**src/gdfs_pkg.sv**
```systemverilog
package gdfs_pkg;

    // ****************************************************************
    // Clock and timing
    // ****************************************************************
    localparam int CLK_PERIOD_NS     = 50;
    localparam int DEGLITCH_HW_NS    = 4000;
    localparam int RETRY_NS          = 4000000;
    localparam int GATE_TIMEOUT_NS   = 4000;
    localparam int SLEEP_DELAY_NS    = 100000;
    localparam int WAKE_DELAY_NS     = 1000000;
    localparam int RESET_WINDOW_NS   = 20000;

    // Least times round up to whole cycles, never below one cycle.
    function automatic int min_cycles(input int t_ns);
        int c;
        c = (t_ns + CLK_PERIOD_NS - 1) / CLK_PERIOD_NS;
        return (c < 1) ? 1 : c;
    endfunction

    localparam int DEGLITCH_HW_CYC   = min_cycles(DEGLITCH_HW_NS);
    localparam int RETRY_CYC         = min_cycles(RETRY_NS);
    localparam int GATE_TIMEOUT_CYC  = min_cycles(GATE_TIMEOUT_NS);
    localparam int SLEEP_DELAY_CYC   = min_cycles(SLEEP_DELAY_NS);
    localparam int WAKE_DELAY_CYC    = min_cycles(WAKE_DELAY_NS);
    localparam int RESET_WINDOW_CYC  = min_cycles(RESET_WINDOW_NS);

    // Deglitch choices selected by deglitch_sel, in ns.
    localparam int DEGLITCH_SEL0_NS  = 2000;
    localparam int DEGLITCH_SEL1_NS  = 4000;
    localparam int DEGLITCH_SEL2_NS  = 6000;
    localparam int DEGLITCH_SEL3_NS  = 8000;

    // ****************************************************************
    // Register map (byte addresses)
    // ****************************************************************
    localparam logic [7:0] ADDR_CTRL   = 8'h00;
    localparam logic [7:0] ADDR_CFG    = 8'h04;
    localparam logic [7:0] ADDR_STATUS = 8'h08;
    localparam logic [7:0] ADDR_FLAGS  = 8'h0C;

    // Control register fields.
    localparam int CTRL_CLEAR_BIT      = 0;
    localparam int CTRL_GDF_DIS_BIT    = 1;
    localparam int CTRL_THERMAL_WARNING_REPORT_BIT    = 2;
    localparam int CTRL_SEN_DIS_BIT    = 3;

    // Config register fields.
    localparam int CFG_MODE_LSB        = 0;
    localparam int CFG_DEG_LSB         = 2;
    localparam int CFG_LVL_LSB         = 4;

    // Flags register fields.
    localparam int FLAGS_VDS_LSB       = 0;
    localparam int FLAGS_VGS_LSB       = 6;

    // ****************************************************************
    // Encodings and reset values
    // ****************************************************************
    localparam logic [1:0] MODE_LATCHED = 2'h0;
    localparam logic [1:0] MODE_RETRY   = 2'h1;
    localparam logic [1:0] MODE_REPORT  = 2'h2;
    localparam logic [1:0] MODE_OFF     = 2'h3;
    localparam logic [1:0] LVL_1V       = 2'h3;
    localparam logic [1:0] DEG_4US      = 2'h1;

    localparam int NUM_FETS = 6;

    typedef struct packed {
        logic [1:0] shunt_threshold_sel;
        logic [1:0] deglitch_sel;
        logic [1:0] overcurrent_mode;
    } gdfs_cfg_s;

    typedef struct packed {
        logic shunt_ocp_disable;
        logic thermal_warning_report;
        logic gate_fault_disable;
    } gdfs_ctrl_s;

    localparam gdfs_cfg_s  CFG_RESET  = '{LVL_1V, DEG_4US, MODE_LATCHED};
    localparam gdfs_ctrl_s CTRL_RESET = '{1'b0, 1'b0, 1'b0};

    typedef struct packed {
        logic psel;
        logic penable;
        logic pwrite;
        logic [7:0] paddr;
        logic [31:0] pwdata;
    } gdfs_apb_req_s;

endpackage

```
**src/gdfs_supervisor.sv**
```systemverilog
`timescale 1ns/100ps
module gdfs_supervisor #(
    parameter bit HW_IF            = 1'b0,
    parameter int RETRY_CYCLES     = gdfs_pkg::RETRY_CYC,
    parameter int WAKE_CYCLES      = gdfs_pkg::WAKE_DELAY_CYC,
    parameter int SLEEP_CYCLES     = gdfs_pkg::SLEEP_DELAY_CYC,
    parameter int RST_WIN_CYCLES   = gdfs_pkg::RESET_WINDOW_CYC,
    parameter int GATE_TO_CYCLES   = gdfs_pkg::GATE_TIMEOUT_CYC
) (
    input  wire logic                          ref_clk,
    input  wire logic                          reset,
    input  wire logic                          psel,
    input  wire logic                          penable,
    input  wire logic                          pwrite,
    input  wire logic [7:0]                    paddr,
    input  wire logic [31:0]                   pwdata,
    output logic [31:0]                        prdata,
    output logic                               pready,
    output logic                               pslverr,
    input  wire logic                          enable,
    input  wire logic                          supply_undervoltage,
    input  wire logic                          shunt_sense_input,
    input  wire logic [gdfs_pkg::NUM_FETS-1:0] vds_over,
    input  wire logic [gdfs_pkg::NUM_FETS-1:0] gate_cmd,
    input  wire logic [gdfs_pkg::NUM_FETS-1:0] gate_at_level,
    input  wire logic                          temp_warn,
    input  wire logic                          temp_shutdown,
    output logic                               fault_out_n,
    output logic                               gates_enable,
    output logic                               charge_pump_en,
    output logic                               regulators_en,
    output logic                               serial_en,
    output logic [1:0]                         shunt_threshold_sel
);

    localparam int NF = gdfs_pkg::NUM_FETS;
    localparam int RW = $clog2(RETRY_CYCLES + 1);
    localparam int EW = $clog2(SLEEP_CYCLES + WAKE_CYCLES + 1);
    localparam int GW = $clog2(GATE_TO_CYCLES + 1);
    localparam int DW = $clog2(gdfs_pkg::min_cycles(gdfs_pkg::DEGLITCH_SEL3_NS) + 1);

    // ****************************************************************
    // State
    // ****************************************************************
    gdfs_pkg::gdfs_cfg_s     cfg_reg;
    gdfs_pkg::gdfs_ctrl_s    ctrl_reg;
    gdfs_pkg::gdfs_apb_req_s apb;
    logic                    clear_cmd_reg;
    logic                    asleep_reg;
    logic                    enable_d_reg;
    logic [EW-1:0]           low_cnt_reg;
    logic [EW-1:0]           wake_cnt_reg;
    logic                    en_pulse_clear;
    logic                    clear_any;
    logic [DW-1:0]           deg_cnt_reg;
    logic                    shunt_over;
    logic                    shunt_overcurrent_reg;
    logic                    shunt_stop_reg;
    logic                    retry_active_reg;
    logic [RW-1:0]           retry_cnt_reg;
    logic                    retry_done;
    logic                    drain_source_overcurrent_reg;
    logic [NF-1:0]           vds_fet_reg;
    logic                    gate_drive_fault_reg;
    logic [NF-1:0]           gate_voltage_flags_reg;
    logic [NF-1:0]           gate_cmd_d_reg;
    logic [GW-1:0]           gate_cnt_reg [NF];
    logic [NF-1:0]           gate_miss;
    logic                    thermal_warning_reg;
    logic                    thermal_shutdown_flag_reg;
    logic                    fault_summary;
    logic                    operating;
    logic                    powering;
    logic [1:0]              mode;
    logic [DW-1:0]           deg_limit;
    logic                    cfg_wipe;
    logic                    fault_out_n_next;

    assign apb = '{psel, penable, pwrite, paddr, pwdata};

    function automatic logic [DW-1:0] deglitch_cycles(input logic [1:0] sel);
        unique case (sel)
            2'h0: return DW'(gdfs_pkg::min_cycles(gdfs_pkg::DEGLITCH_SEL0_NS));
            2'h1: return DW'(gdfs_pkg::min_cycles(gdfs_pkg::DEGLITCH_SEL1_NS));
            2'h2: return DW'(gdfs_pkg::min_cycles(gdfs_pkg::DEGLITCH_SEL2_NS));
            2'h3: return DW'(gdfs_pkg::min_cycles(gdfs_pkg::DEGLITCH_SEL3_NS));
        endcase
    endfunction

    // ****************************************************************
    // Effective configuration
    // ****************************************************************
    always_comb begin
        if (HW_IF) begin
            mode      = gdfs_pkg::MODE_RETRY;
            deg_limit = DW'(gdfs_pkg::DEGLITCH_HW_CYC);
        end else begin
            mode      = cfg_reg.overcurrent_mode;
            deg_limit = deglitch_cycles(cfg_reg.deglitch_sel);
        end
    end

    always_ff @(posedge ref_clk) begin
        shunt_threshold_sel <= HW_IF ? gdfs_pkg::LVL_1V : cfg_reg.shunt_threshold_sel;
    end

    // ****************************************************************
    // APB slave
    // ****************************************************************
    logic setup_ph;
    logic access_wr;
    logic addr_ok;

    // The serial port is dead while asleep, so any access then errors out.
    assign addr_ok   = serial_en && (apb.paddr == gdfs_pkg::ADDR_CTRL ||
                       apb.paddr == gdfs_pkg::ADDR_CFG || apb.paddr == gdfs_pkg::ADDR_STATUS ||
                       apb.paddr == gdfs_pkg::ADDR_FLAGS);
    assign setup_ph  = apb.psel && !apb.penable;
    assign access_wr = apb.psel && apb.penable && apb.pwrite && addr_ok;
    assign pready    = 1'b1;
    assign pslverr   = apb.psel && apb.penable && !addr_ok;

    always_ff @(posedge ref_clk) begin
        if (reset) begin
            prdata <= 32'h0000_0000;
        end else if (setup_ph) begin
            prdata <= 32'h0000_0000;
            if (serial_en) begin
                unique case (apb.paddr)
                    gdfs_pkg::ADDR_CTRL:   prdata <= {28'h000_0000, ctrl_reg, 1'b0};
                    gdfs_pkg::ADDR_CFG:    prdata <= {26'h000_0000, cfg_reg};
                    gdfs_pkg::ADDR_STATUS: prdata <= {24'h00_0000, operating,
                        supply_undervoltage, thermal_shutdown_flag_reg, thermal_warning_reg,
                        gate_drive_fault_reg, shunt_overcurrent_reg,
                        drain_source_overcurrent_reg, fault_summary};
                    gdfs_pkg::ADDR_FLAGS:  prdata <= {20'h0_0000, gate_voltage_flags_reg,
                                                      vds_fet_reg};
                    default:               prdata <= 32'h0000_0000;
                endcase
            end
        end
    end

    // Configuration is wiped on sleep and undervoltage as well as on reset.
    assign cfg_wipe = reset || asleep_reg || supply_undervoltage;

    always_ff @(posedge ref_clk) begin
        if (cfg_wipe) begin
            cfg_reg  <= gdfs_pkg::CFG_RESET;
            ctrl_reg <= gdfs_pkg::CTRL_RESET;
        end else if (access_wr) begin
            if (apb.paddr == gdfs_pkg::ADDR_CFG)
                cfg_reg <= apb.pwdata[gdfs_pkg::CFG_LVL_LSB+1:gdfs_pkg::CFG_MODE_LSB];
            if (apb.paddr == gdfs_pkg::ADDR_CTRL)
                ctrl_reg <= apb.pwdata[gdfs_pkg::CTRL_SEN_DIS_BIT:gdfs_pkg::CTRL_GDF_DIS_BIT];
        end
    end

    // Command bit lives for one cycle only and reads back as zero.
    always_ff @(posedge ref_clk) begin
        if (reset)
            clear_cmd_reg <= 1'b0;
        else
            clear_cmd_reg <= access_wr && apb.paddr == gdfs_pkg::ADDR_CTRL &&
                             apb.pwdata[gdfs_pkg::CTRL_CLEAR_BIT];
    end

    // ****************************************************************
    // Enable pin: sleep, wake and reset pulse
    // ****************************************************************
    always_ff @(posedge ref_clk) begin
        if (reset) begin
            enable_d_reg <= 1'b0;
            low_cnt_reg  <= '0;
            asleep_reg   <= 1'b1;
            wake_cnt_reg <= '0;
        end else begin
            enable_d_reg <= enable;
            if (enable) begin
                low_cnt_reg <= '0;
                if (asleep_reg) begin
                    asleep_reg   <= 1'b0;
                    wake_cnt_reg <= EW'(WAKE_CYCLES);
                end else if (wake_cnt_reg != '0) begin
                    wake_cnt_reg <= wake_cnt_reg - 1'b1;
                end
            end else begin
                wake_cnt_reg <= '0;
                if (!asleep_reg) begin
                    if (low_cnt_reg == EW'(SLEEP_CYCLES - 1))
                        asleep_reg <= 1'b1;
                    low_cnt_reg <= low_cnt_reg + 1'b1;
                end
            end
        end
    end

    // A short low phase is a fault reset; a longer one starts the shutdown.
    assign en_pulse_clear = enable && !enable_d_reg && !asleep_reg &&
                            low_cnt_reg != '0 && low_cnt_reg < EW'(RST_WIN_CYCLES);
    assign powering  = (!enable && low_cnt_reg >= EW'(RST_WIN_CYCLES) && !asleep_reg) ||
                       (wake_cnt_reg != '0);
    assign operating = enable && !supply_undervoltage && !asleep_reg &&
                       wake_cnt_reg == '0 && !powering;
    assign clear_any = clear_cmd_reg || en_pulse_clear;

    // ****************************************************************
    // Shunt overcurrent
    // ****************************************************************
    always_ff @(posedge ref_clk) begin
        if (reset || !shunt_sense_input)
            deg_cnt_reg <= '0;
        else if (deg_cnt_reg != deg_limit)
            deg_cnt_reg <= deg_cnt_reg + 1'b1;
    end

    assign shunt_over = shunt_sense_input && deg_cnt_reg == deg_limit && operating;
    assign retry_done = retry_active_reg && retry_cnt_reg == RW'(RETRY_CYCLES - 1);

    always_ff @(posedge ref_clk) begin
        if (reset || asleep_reg) begin
            shunt_overcurrent_reg <= 1'b0;
            shunt_stop_reg        <= 1'b0;
            retry_active_reg      <= 1'b0;
            retry_cnt_reg         <= '0;
        end else begin
            if (retry_active_reg)
                retry_cnt_reg <= retry_cnt_reg + 1'b1;
            if (retry_done) begin
                retry_active_reg      <= 1'b0;
                shunt_overcurrent_reg <= 1'b0;
                retry_cnt_reg         <= '0;
            end else if (clear_any && !shunt_sense_input && !retry_active_reg) begin
                shunt_overcurrent_reg <= 1'b0;
                shunt_stop_reg        <= 1'b0;
            end
            // A new event wins over a clear in the same cycle.
            if (shunt_over && !(HW_IF ? 1'b0 : ctrl_reg.shunt_ocp_disable) &&
                mode != gdfs_pkg::MODE_OFF && !retry_active_reg) begin
                shunt_overcurrent_reg <= 1'b1;
                if (mode == gdfs_pkg::MODE_LATCHED)
                    shunt_stop_reg <= 1'b1;
                if (mode == gdfs_pkg::MODE_RETRY) begin
                    retry_active_reg <= 1'b1;
                    retry_cnt_reg    <= '0;
                end
            end
        end
    end

    // ****************************************************************
    // Drain-source overcurrent (reported, never stops the drivers)
    // ****************************************************************
    always_ff @(posedge ref_clk) begin
        if (reset || asleep_reg) begin
            drain_source_overcurrent_reg <= 1'b0;
            vds_fet_reg                  <= '0;
        end else begin
            if (clear_any && vds_over == '0) begin
                drain_source_overcurrent_reg <= 1'b0;
                vds_fet_reg                  <= '0;
            end
            if (vds_over != '0 && operating && mode != gdfs_pkg::MODE_OFF) begin
                drain_source_overcurrent_reg <= 1'b1;
                vds_fet_reg                  <= (clear_any ? '0 : vds_fet_reg) | vds_over;
            end
        end
    end

    // ****************************************************************
    // Gate drive monitor
    // ****************************************************************
    logic gdf_enabled;
    assign gdf_enabled = HW_IF || !ctrl_reg.gate_fault_disable;

    always_ff @(posedge ref_clk) begin
        if (reset || !gates_enable) begin
            gate_cmd_d_reg <= gate_cmd;
            gate_miss      <= '0;
            for (int i = 0; i < NF; i++)
                gate_cnt_reg[i] <= '0;
        end else begin
            gate_cmd_d_reg <= gate_cmd;
            for (int i = 0; i < NF; i++) begin
                gate_miss[i] <= 1'b0;
                if (gate_cmd[i] != gate_cmd_d_reg[i]) begin
                    gate_cnt_reg[i] <= GW'(GATE_TO_CYCLES);
                end else if (gate_cnt_reg[i] != '0) begin
                    if (gate_at_level[i] == gate_cmd[i])
                        gate_cnt_reg[i] <= '0;
                    else if (gate_cnt_reg[i] == GW'(1)) begin
                        gate_cnt_reg[i] <= '0;
                        gate_miss[i]    <= 1'b1;
                    end else
                        gate_cnt_reg[i] <= gate_cnt_reg[i] - 1'b1;
                end
            end
        end
    end

    always_ff @(posedge ref_clk) begin
        if (reset || asleep_reg) begin
            gate_drive_fault_reg   <= 1'b0;
            gate_voltage_flags_reg <= '0;
        end else begin
            if (clear_any && gate_at_level == gate_cmd) begin
                gate_drive_fault_reg   <= 1'b0;
                gate_voltage_flags_reg <= '0;
            end
            if (gate_miss != '0 && gdf_enabled) begin
                gate_drive_fault_reg   <= 1'b1;
                gate_voltage_flags_reg <= (clear_any ? '0 : gate_voltage_flags_reg) |
                                          gate_miss;
            end
        end
    end

    // ****************************************************************
    // Thermal
    // ****************************************************************
    always_ff @(posedge ref_clk) begin
        if (reset) begin
            thermal_warning_reg       <= 1'b0;
            thermal_shutdown_flag_reg <= 1'b0;
        end else begin
            thermal_warning_reg <= temp_warn;
            if (clear_any && !temp_shutdown)
                thermal_shutdown_flag_reg <= 1'b0;
            if (temp_shutdown)
                thermal_shutdown_flag_reg <= 1'b1;
        end
    end

    // ****************************************************************
    // Outputs
    // ****************************************************************
    assign fault_summary = shunt_overcurrent_reg || drain_source_overcurrent_reg ||
                           gate_drive_fault_reg || thermal_shutdown_flag_reg;

    // Thermal shutdown pulls the pin only while hot; its flag stays for software.
    assign fault_out_n_next = !(shunt_overcurrent_reg || drain_source_overcurrent_reg ||
                                gate_drive_fault_reg || temp_shutdown || powering ||
                                supply_undervoltage ||
                                (thermal_warning_reg && ctrl_reg.thermal_warning_report));

    always_ff @(posedge ref_clk) begin
        if (reset) begin
            fault_out_n    <= 1'b1;
            gates_enable   <= 1'b0;
            charge_pump_en <= 1'b0;
            regulators_en  <= 1'b0;
            serial_en      <= 1'b0;
        end else begin
            fault_out_n    <= fault_out_n_next;
            // Report-only events leave the drivers alone.
            gates_enable   <= operating && !shunt_stop_reg && !retry_active_reg &&
                              !gate_drive_fault_reg && !temp_shutdown;
            charge_pump_en <= enable && !asleep_reg && !supply_undervoltage &&
                              !temp_shutdown;
            regulators_en  <= enable && !asleep_reg;
            serial_en      <= enable && !asleep_reg && !supply_undervoltage;
        end
    end

endmodule // gdfs_supervisor

```
**config.mk**
```make
export PLATFORM = sky130hd
export DESIGN_NAME = gdfs_supervisor
export DESIGN_NICKNAME = d
export VERILOG_FILES = /design/src/gdfs_pkg.sv /design/src/gdfs_supervisor.sv
export SDC_FILE = /design/constraint.sdc
export NUM_CORES = 1
export LEC_CHECK = 0
export BUFFER_PORTS_ARGS = -buffer_cell sky130_fd_sc_hd__buf_2
export CORE_MARGIN = 1
export CORE_UTILIZATION = 35
export DETAILED_ROUTE_END_ITERATION = 10
export HOLD_SLACK_MARGIN = 0.03
export PLACE_DENSITY = 0.64
export SYNTH_ARGS = -nofsm -noshare
export SYNTH_HDL_FRONTEND = slang
export SYNTH_SLANG_ARGS = --single-unit
```
**constraint.sdc**
```tcl
create_clock -name ref_clk -period 3.3 [get_ports ref_clk]
set_input_delay 0.495 -clock ref_clk [delete_from_list [all_inputs] [get_ports ref_clk]]
set_output_delay 0.495 -clock ref_clk [all_outputs]
set_load 0.05 [all_outputs]
```
Word level (Yosys, flattened, before mapping)
Memory sizes are Yosys's and may differ from the RTL's.
Cells that the tools add are included.
{"block": "word_totals", "n_memories": 1, "word_cells": 380, "ff_bits": 137, "ram_bits": 42}
{"block": "classes", "n_addsub": 10, "n_reduce_logical": 97, "bitwise": 27, "mux": 180, "eq_ne": 31, "order_cmp": 2}
{"memory": "gate_cnt_reg", "depth": 6, "width": 7, "read_ports": 6, "rd_clocked_by_memory_dff": 0, "write_ports": 6, "line_no": "gdfs_supervisor.sv:67", "source": "logic [GW-1:0] gate_cnt_reg [NF];"}
{"cell": "$mux 7", "n": 24}
{"cell": "$mux 1", "n": 141}
{"cell": "$mux 17", "n": 4}
{"cell": "$pmux 12 s4", "n": 1}
{"cell": "$eq 7x1->1 const B", "n": 6}
{"cell": "$reduce_bool 7->1", "n": 6}
{"cell": "$sub 7x1->7 const B", "n": 6}
{"cell": "$logic_and 1x1->1", "n": 40}
{"cell": "$mux 6", "n": 6}
{"cell": "$pmux 8 s4", "n": 1}
{"cell": "$mux 15", "n": 2}
{"cell": "$reduce_bool 15->1", "n": 2}
{"cell": "$or 1x1->1", "n": 24}
{"cell": "$add 17x1->17 const B", "n": 1}
{"cell": "$eq 17x17->1 const B", "n": 1}
{"cell": "$eq 8x4->1 const B", "n": 2}
{"cell": "$logic_not 1->1", "n": 16}
{"cell": "$logic_or 1x1->1", "n": 16}
{"cell": "$add 15x1->15 const B", "n": 1}
{"cell": "$eq 15x11->1 const B", "n": 1}
{"cell": "$ge 15x9->1 const B", "n": 1}
{"cell": "$logic_not 15->1", "n": 1}
{"cell": "$lt 15x9->1 const B", "n": 1}
{"cell": "$sub 15x1->15 const B", "n": 1}
{"cell": "22 further kinds", "n": 42}

Longest topological paths before layout
{"block": "logic_depth", "word_depth": 12, "mapped_depth": 8}

Worst setup path before layout
No wires, ideal clock.
{"block": "synth_path", "path_type": "flip-flop to output port", "startpoint": "register serial_en", "endpoint": "output pslverr", "path_stages_with_launch": 4, "required_time_ns": 2.805, "path_slack_ns": 0.662, "arrival_ns": 2.143, "path_cell_list": "dfxtp_1 -> or4b_2 -> nor4_1 -> nor2_1"}
{"block": "synth_between", "elab_chain_len": 3}
{"item": "from (decl)", "line_no": "gdfs_supervisor.sv:32", "source": "output logic serial_en,"}
{"item": "from (signal assigned)", "line_no": "gdfs_supervisor.sv:361", "source": "serial_en <= enable && !asleep_reg && !supply_undervoltage;"}
{"item": "$logic_and 1x1->1", "line_no": "gdfs_supervisor.sv:115", "source": "assign addr_ok = serial_en && (apb.paddr == gdfs_pkg::ADDR_CTRL ||"}
{"item": "$logic_not 1->1", "line_no": "gdfs_supervisor.sv:121", "source": "assign pslverr = apb.psel && apb.penable && !addr_ok;"}
{"item": "$logic_and 1x1->1", "line_no": "gdfs_supervisor.sv:121"}
{"item": "to (decl)", "line_no": "gdfs_supervisor.sv:19", "source": "output logic pslverr,"}
Every way passes these cells.

Worst setup path in the final report
{"block": "layout_path", "startpoint": "register wake_cnt_reg[2]", "endpoint": "register retry_cnt_reg[14]"}
{"block": "layout_between", "elab_chain_len": 9, "word_cells_on_any_way": 11, "classes_between": "1 x mux; 10 x reduce/logical"}
{"item": "from (decl)", "line_no": "gdfs_supervisor.sv:52", "source": "logic [EW-1:0] wake_cnt_reg;"}
{"item": "from (signal assigned)", "line_no": "gdfs_supervisor.sv:183", "source": "wake_cnt_reg <= EW'(WAKE_CYCLES);"}
{"item": "from (signal assigned)", "line_no": "gdfs_supervisor.sv:185", "source": "wake_cnt_reg <= wake_cnt_reg - 1'b1;"}
{"item": "$reduce_bool 15->1", "line_no": "gdfs_supervisor.sv:202", "source": "(wake_cnt_reg != '0);"}
{"item": "$logic_or 1x1->1", "line_no": "gdfs_supervisor.sv:201", "source": "assign powering = (!enable && low_cnt_reg >= EW'(RST_WIN_CYCLES) && !asleep_reg) ||"}
{"item": "$logic_not 1->1", "line_no": "gdfs_supervisor.sv:204", "source": "wake_cnt_reg == '0 && !powering;"}
{"item": "$logic_and 1x1->1 *", "line_no": "gdfs_supervisor.sv:204"}
{"item": "$logic_and 1x1->1 *", "line_no": "gdfs_supervisor.sv:217", "source": "assign shunt_over = shunt_sense_input && deg_cnt_reg == deg_limit && operating;"}
{"item": "$logic_and 1x1->1 * (2 in a row)", "line_no": "gdfs_supervisor.sv:238", "source": "if (shunt_over && !(HW_IF ? 1'b0 : ctrl_reg.shunt_ocp_disable) &&"}
{"item": "$logic_and 1x1->1 *", "line_no": "gdfs_supervisor.sv:239", "source": "mode != gdfs_pkg::MODE_OFF && !retry_active_reg) begin"}
{"item": "$mux 17 *", "line_no": "gdfs_supervisor.sv:238"}
{"item": "to (signal assigned)", "line_no": "gdfs_supervisor.sv:228", "source": "retry_cnt_reg <= retry_cnt_reg + 1'b1;"}
{"item": "to (decl)", "line_no": "gdfs_supervisor.sv:60", "source": "logic [RW-1:0] retry_cnt_reg;"}
Every way passes the cells marked *; elsewhere a longest branch is shown, timed or not.
A chain may end at the register's enable or synchronous reset.

==> results.yml <==
run_status:
  outcome: "finished, final reports clean"
clock_network:
  cts_buffers: 17
  clock_sinks: 159
  postCtsResizedCells: 0
  post_cts_buffers: 0
  htree_levels: 4
  clk_path_buf_depth: 2
  clock_latency_ps: 430
  postCtsHoldBufs: 0
  cts_tree: "built"
  clockRootBuffer: "clkbuf_16"
  clkTransAtPathRegs_ps: 60
sta:
  finalWorstSetupSlack_ps: 547
  fin_crit_ps: 2750
  drv_slew: 0
  worst_pin_slew_ps: 715
  fin_setup_tns_ps: 0
  finalSetupViolations: 0
  finalClockSkew_ps: 10.1
  finalHoldViolations: 0
  fmax_ghz: 0.363
  period_share: 0.834
  slew-limit-headroom: 0.517
  rsz0062_at_grt: "false"
worst_setup_path:
  cp-start-kind: "flop"
  max_stage_delay_ps: 620
  end_kind: "flop"
  worstPathCellList: "or4_1 -> or2_1 -> or4_4 -> o41ai_4 -> buf_4 -> nor2_1"
  cp.arrival_ps: 3070
  critPathRequiredTime_ps: 3610
  crit_type: "flop to flop"
  cp_slowest_cell: "or4_1"
  worst-path-max-fanout: 17
detailed_routing:
  wire_per_inst_um: 14.1
  wirelength_um: 16200
  first_pass_iters: 5
  num_vias: 5685
  route.detailed.drc: 0
  avgViaCountPerCell: 4.95
  antenna_left: 0
  drtIter0Drc: 282
cells_and_area:
  drive_gt1_frac: 0.125
  multi_input_area_um2: 3760
  layout_commonest_cell: "nor2_1"
  nets: 953
  ff_latch_area_um2: 3600
  layout_common_cells: "135 x nor2_1, 117 x dfxtp_1, 61 x buf_2"
  final_cell_area_um2: 8760
  syn_to_final_growth_pct: 14.0
  fillers: 2069
  largest_register_ffs: 42
min_path:
  hp-class: "input port to flop"
placed_design:
  io_buffer_count: 61
  place_hpwl_um: 11700
  gp_congestion: 0.810
  place_ws_ps: 567
  postPlaceCellArea_um2: 8190
floorplan:
  start_util: 0.361
  die_h_um: 150
  die_x_um: 150
  ios: 109
  core_area_um2: 21300
  die_area_um2: 22500
  rows: 53
synthesis:
  syn_avg_cell_area_um2: 9.61
  seq_area_frac_synth: 0.469
  synth_area_um2: 7680
  ys.flop_type: "dfxtp_1"
  synth_cell_types: 61
  synth_top_area_frac: 0.305
  async_reset_ff_frac: 0
  synth_edf_count: 42
  synth-warning-count: 0
  yosys.area.top_type: "dfxtp_1"
  ys_ff_latch: 159
  synthCells: 799
  yosys-top-cells-area: "dfxtp_1 30%, edfxtp_1 16%, nor2_1 6.6%"
run:
  drv_cap: 0
power:
  ir_drop_uv: 351
  p_leak_nw: 3.67
  finalPower_mw: 4.32
  power-per-cell-area_nw_per_um2: 494
grt:
  grt_overflow_total: 0
  top_usage_layer: "met2"
  antenna_found_initial: 1
  grt_util_met2: 0.244
  grt_pass1_vias: 5387
  grt_pass1_wl_um: 26800
  grt_use_met3: 0.0336
  groute.usage.overall: 0.154
  grt_max_degree: 25
  use_met1: 0.201
[path summary, 6_finish.rpt]
path	from	endpoint	slack, ps	cells past startpoint
setup / recovery	wake_cnt_reg[2]$_SDFFE_PP0P_	retry_cnt_reg[14]$_SDFF_PP0_	550	6
hold / removal	gate_cmd[4]	gate_cmd_d_reg[4]$_DFF_P_	230	1
setup reg to reg	wake_cnt_reg[2]$_SDFFE_PP0P_	retry_cnt_reg[14]$_SDFF_PP0_	550	6
hold reg to reg	cfg_reg[5]$_SDFFE_PP1P_	shunt_threshold_sel[1]$_DFF_P_	380	0
[layout make-up]
class / count / area share
Clock inverter: 5 / 0.00614
Inverter: 37 / 0.0159
Clock buffer: 26 / 0.0583
Tap cell: 275 / 0.0393
Sequential cell: 159 / 0.411
Timing Repair Buffer: 66 / 0.0391
Multi-Input combinational cell: 580 / 0.430
Antenna cell: 1 / 0.000286
[synthesized netlist by cell type, types with 16 or more instances]
cell type and instances:
nor2_1 135, dfxtp_1 117, xor2_1 48, edfxtp_1 42
nand2_1 42, inv_1 37, xnor2_1 34, ha_1 24
buf_4 21, clkbuf_1 17, nand3_1 17, nor3_1 17
a21oi_1 16, a22o_1 16
[cells by family after synthesis]
logic type | Yosys count | synth area share
AO/OA/AOI/OAI | 104 | 0.0987
XOR/XNOR | 82 | 0.0935
AND/OR/NAND/NOR | 330 | 0.218
multiplexers | 19 | 0.0300
adder cells (fa/ha/maj) | 24 | 0.0391
flip-flops | 159 | 0.469
other | 2 | 0.000978
buffers and inverters | 79 | 0.0502
[per-stage QoR]
stage,std cells,hold slack (ps),utilization
floorplan,818,351,-
global route,1149,219,0.412
CTS,1148,206,0.411
global placement,1117,364,0.385
detailed placement,1117,367,0.385
finish,1149,229,0.412
[critical path: cells and delay by family (launching register included)]
family | cells | cell delay (ps)
buf+inv | 1 | 270
flops | 1 | 340
simple gates | 4 | 1700
compound gates | 1 | 310
[metal layers]
metal / part of all wire / up-vias / wire [µm]
met2: 0.47 / 103 / 7570
met4: 0.017 / 0 / 283
met3: 0.037 / 22 / 599
li1: - / 2899 / -
met5: 0 / - / 0
met1: 0.48 / 2661 / 7740
[power breakdown]
group	internal [mW]	leakage, nW	switching, mW	total [mW]
Combinational	0.131	1.92	0.251	0.381
Clock	1.14	0.280	0.762	1.90
Sequential	2.02	1.47	0.0256	2.04
Total	3.29	3.67	1.04	4.32
Power figures use the tool's default switching activity.
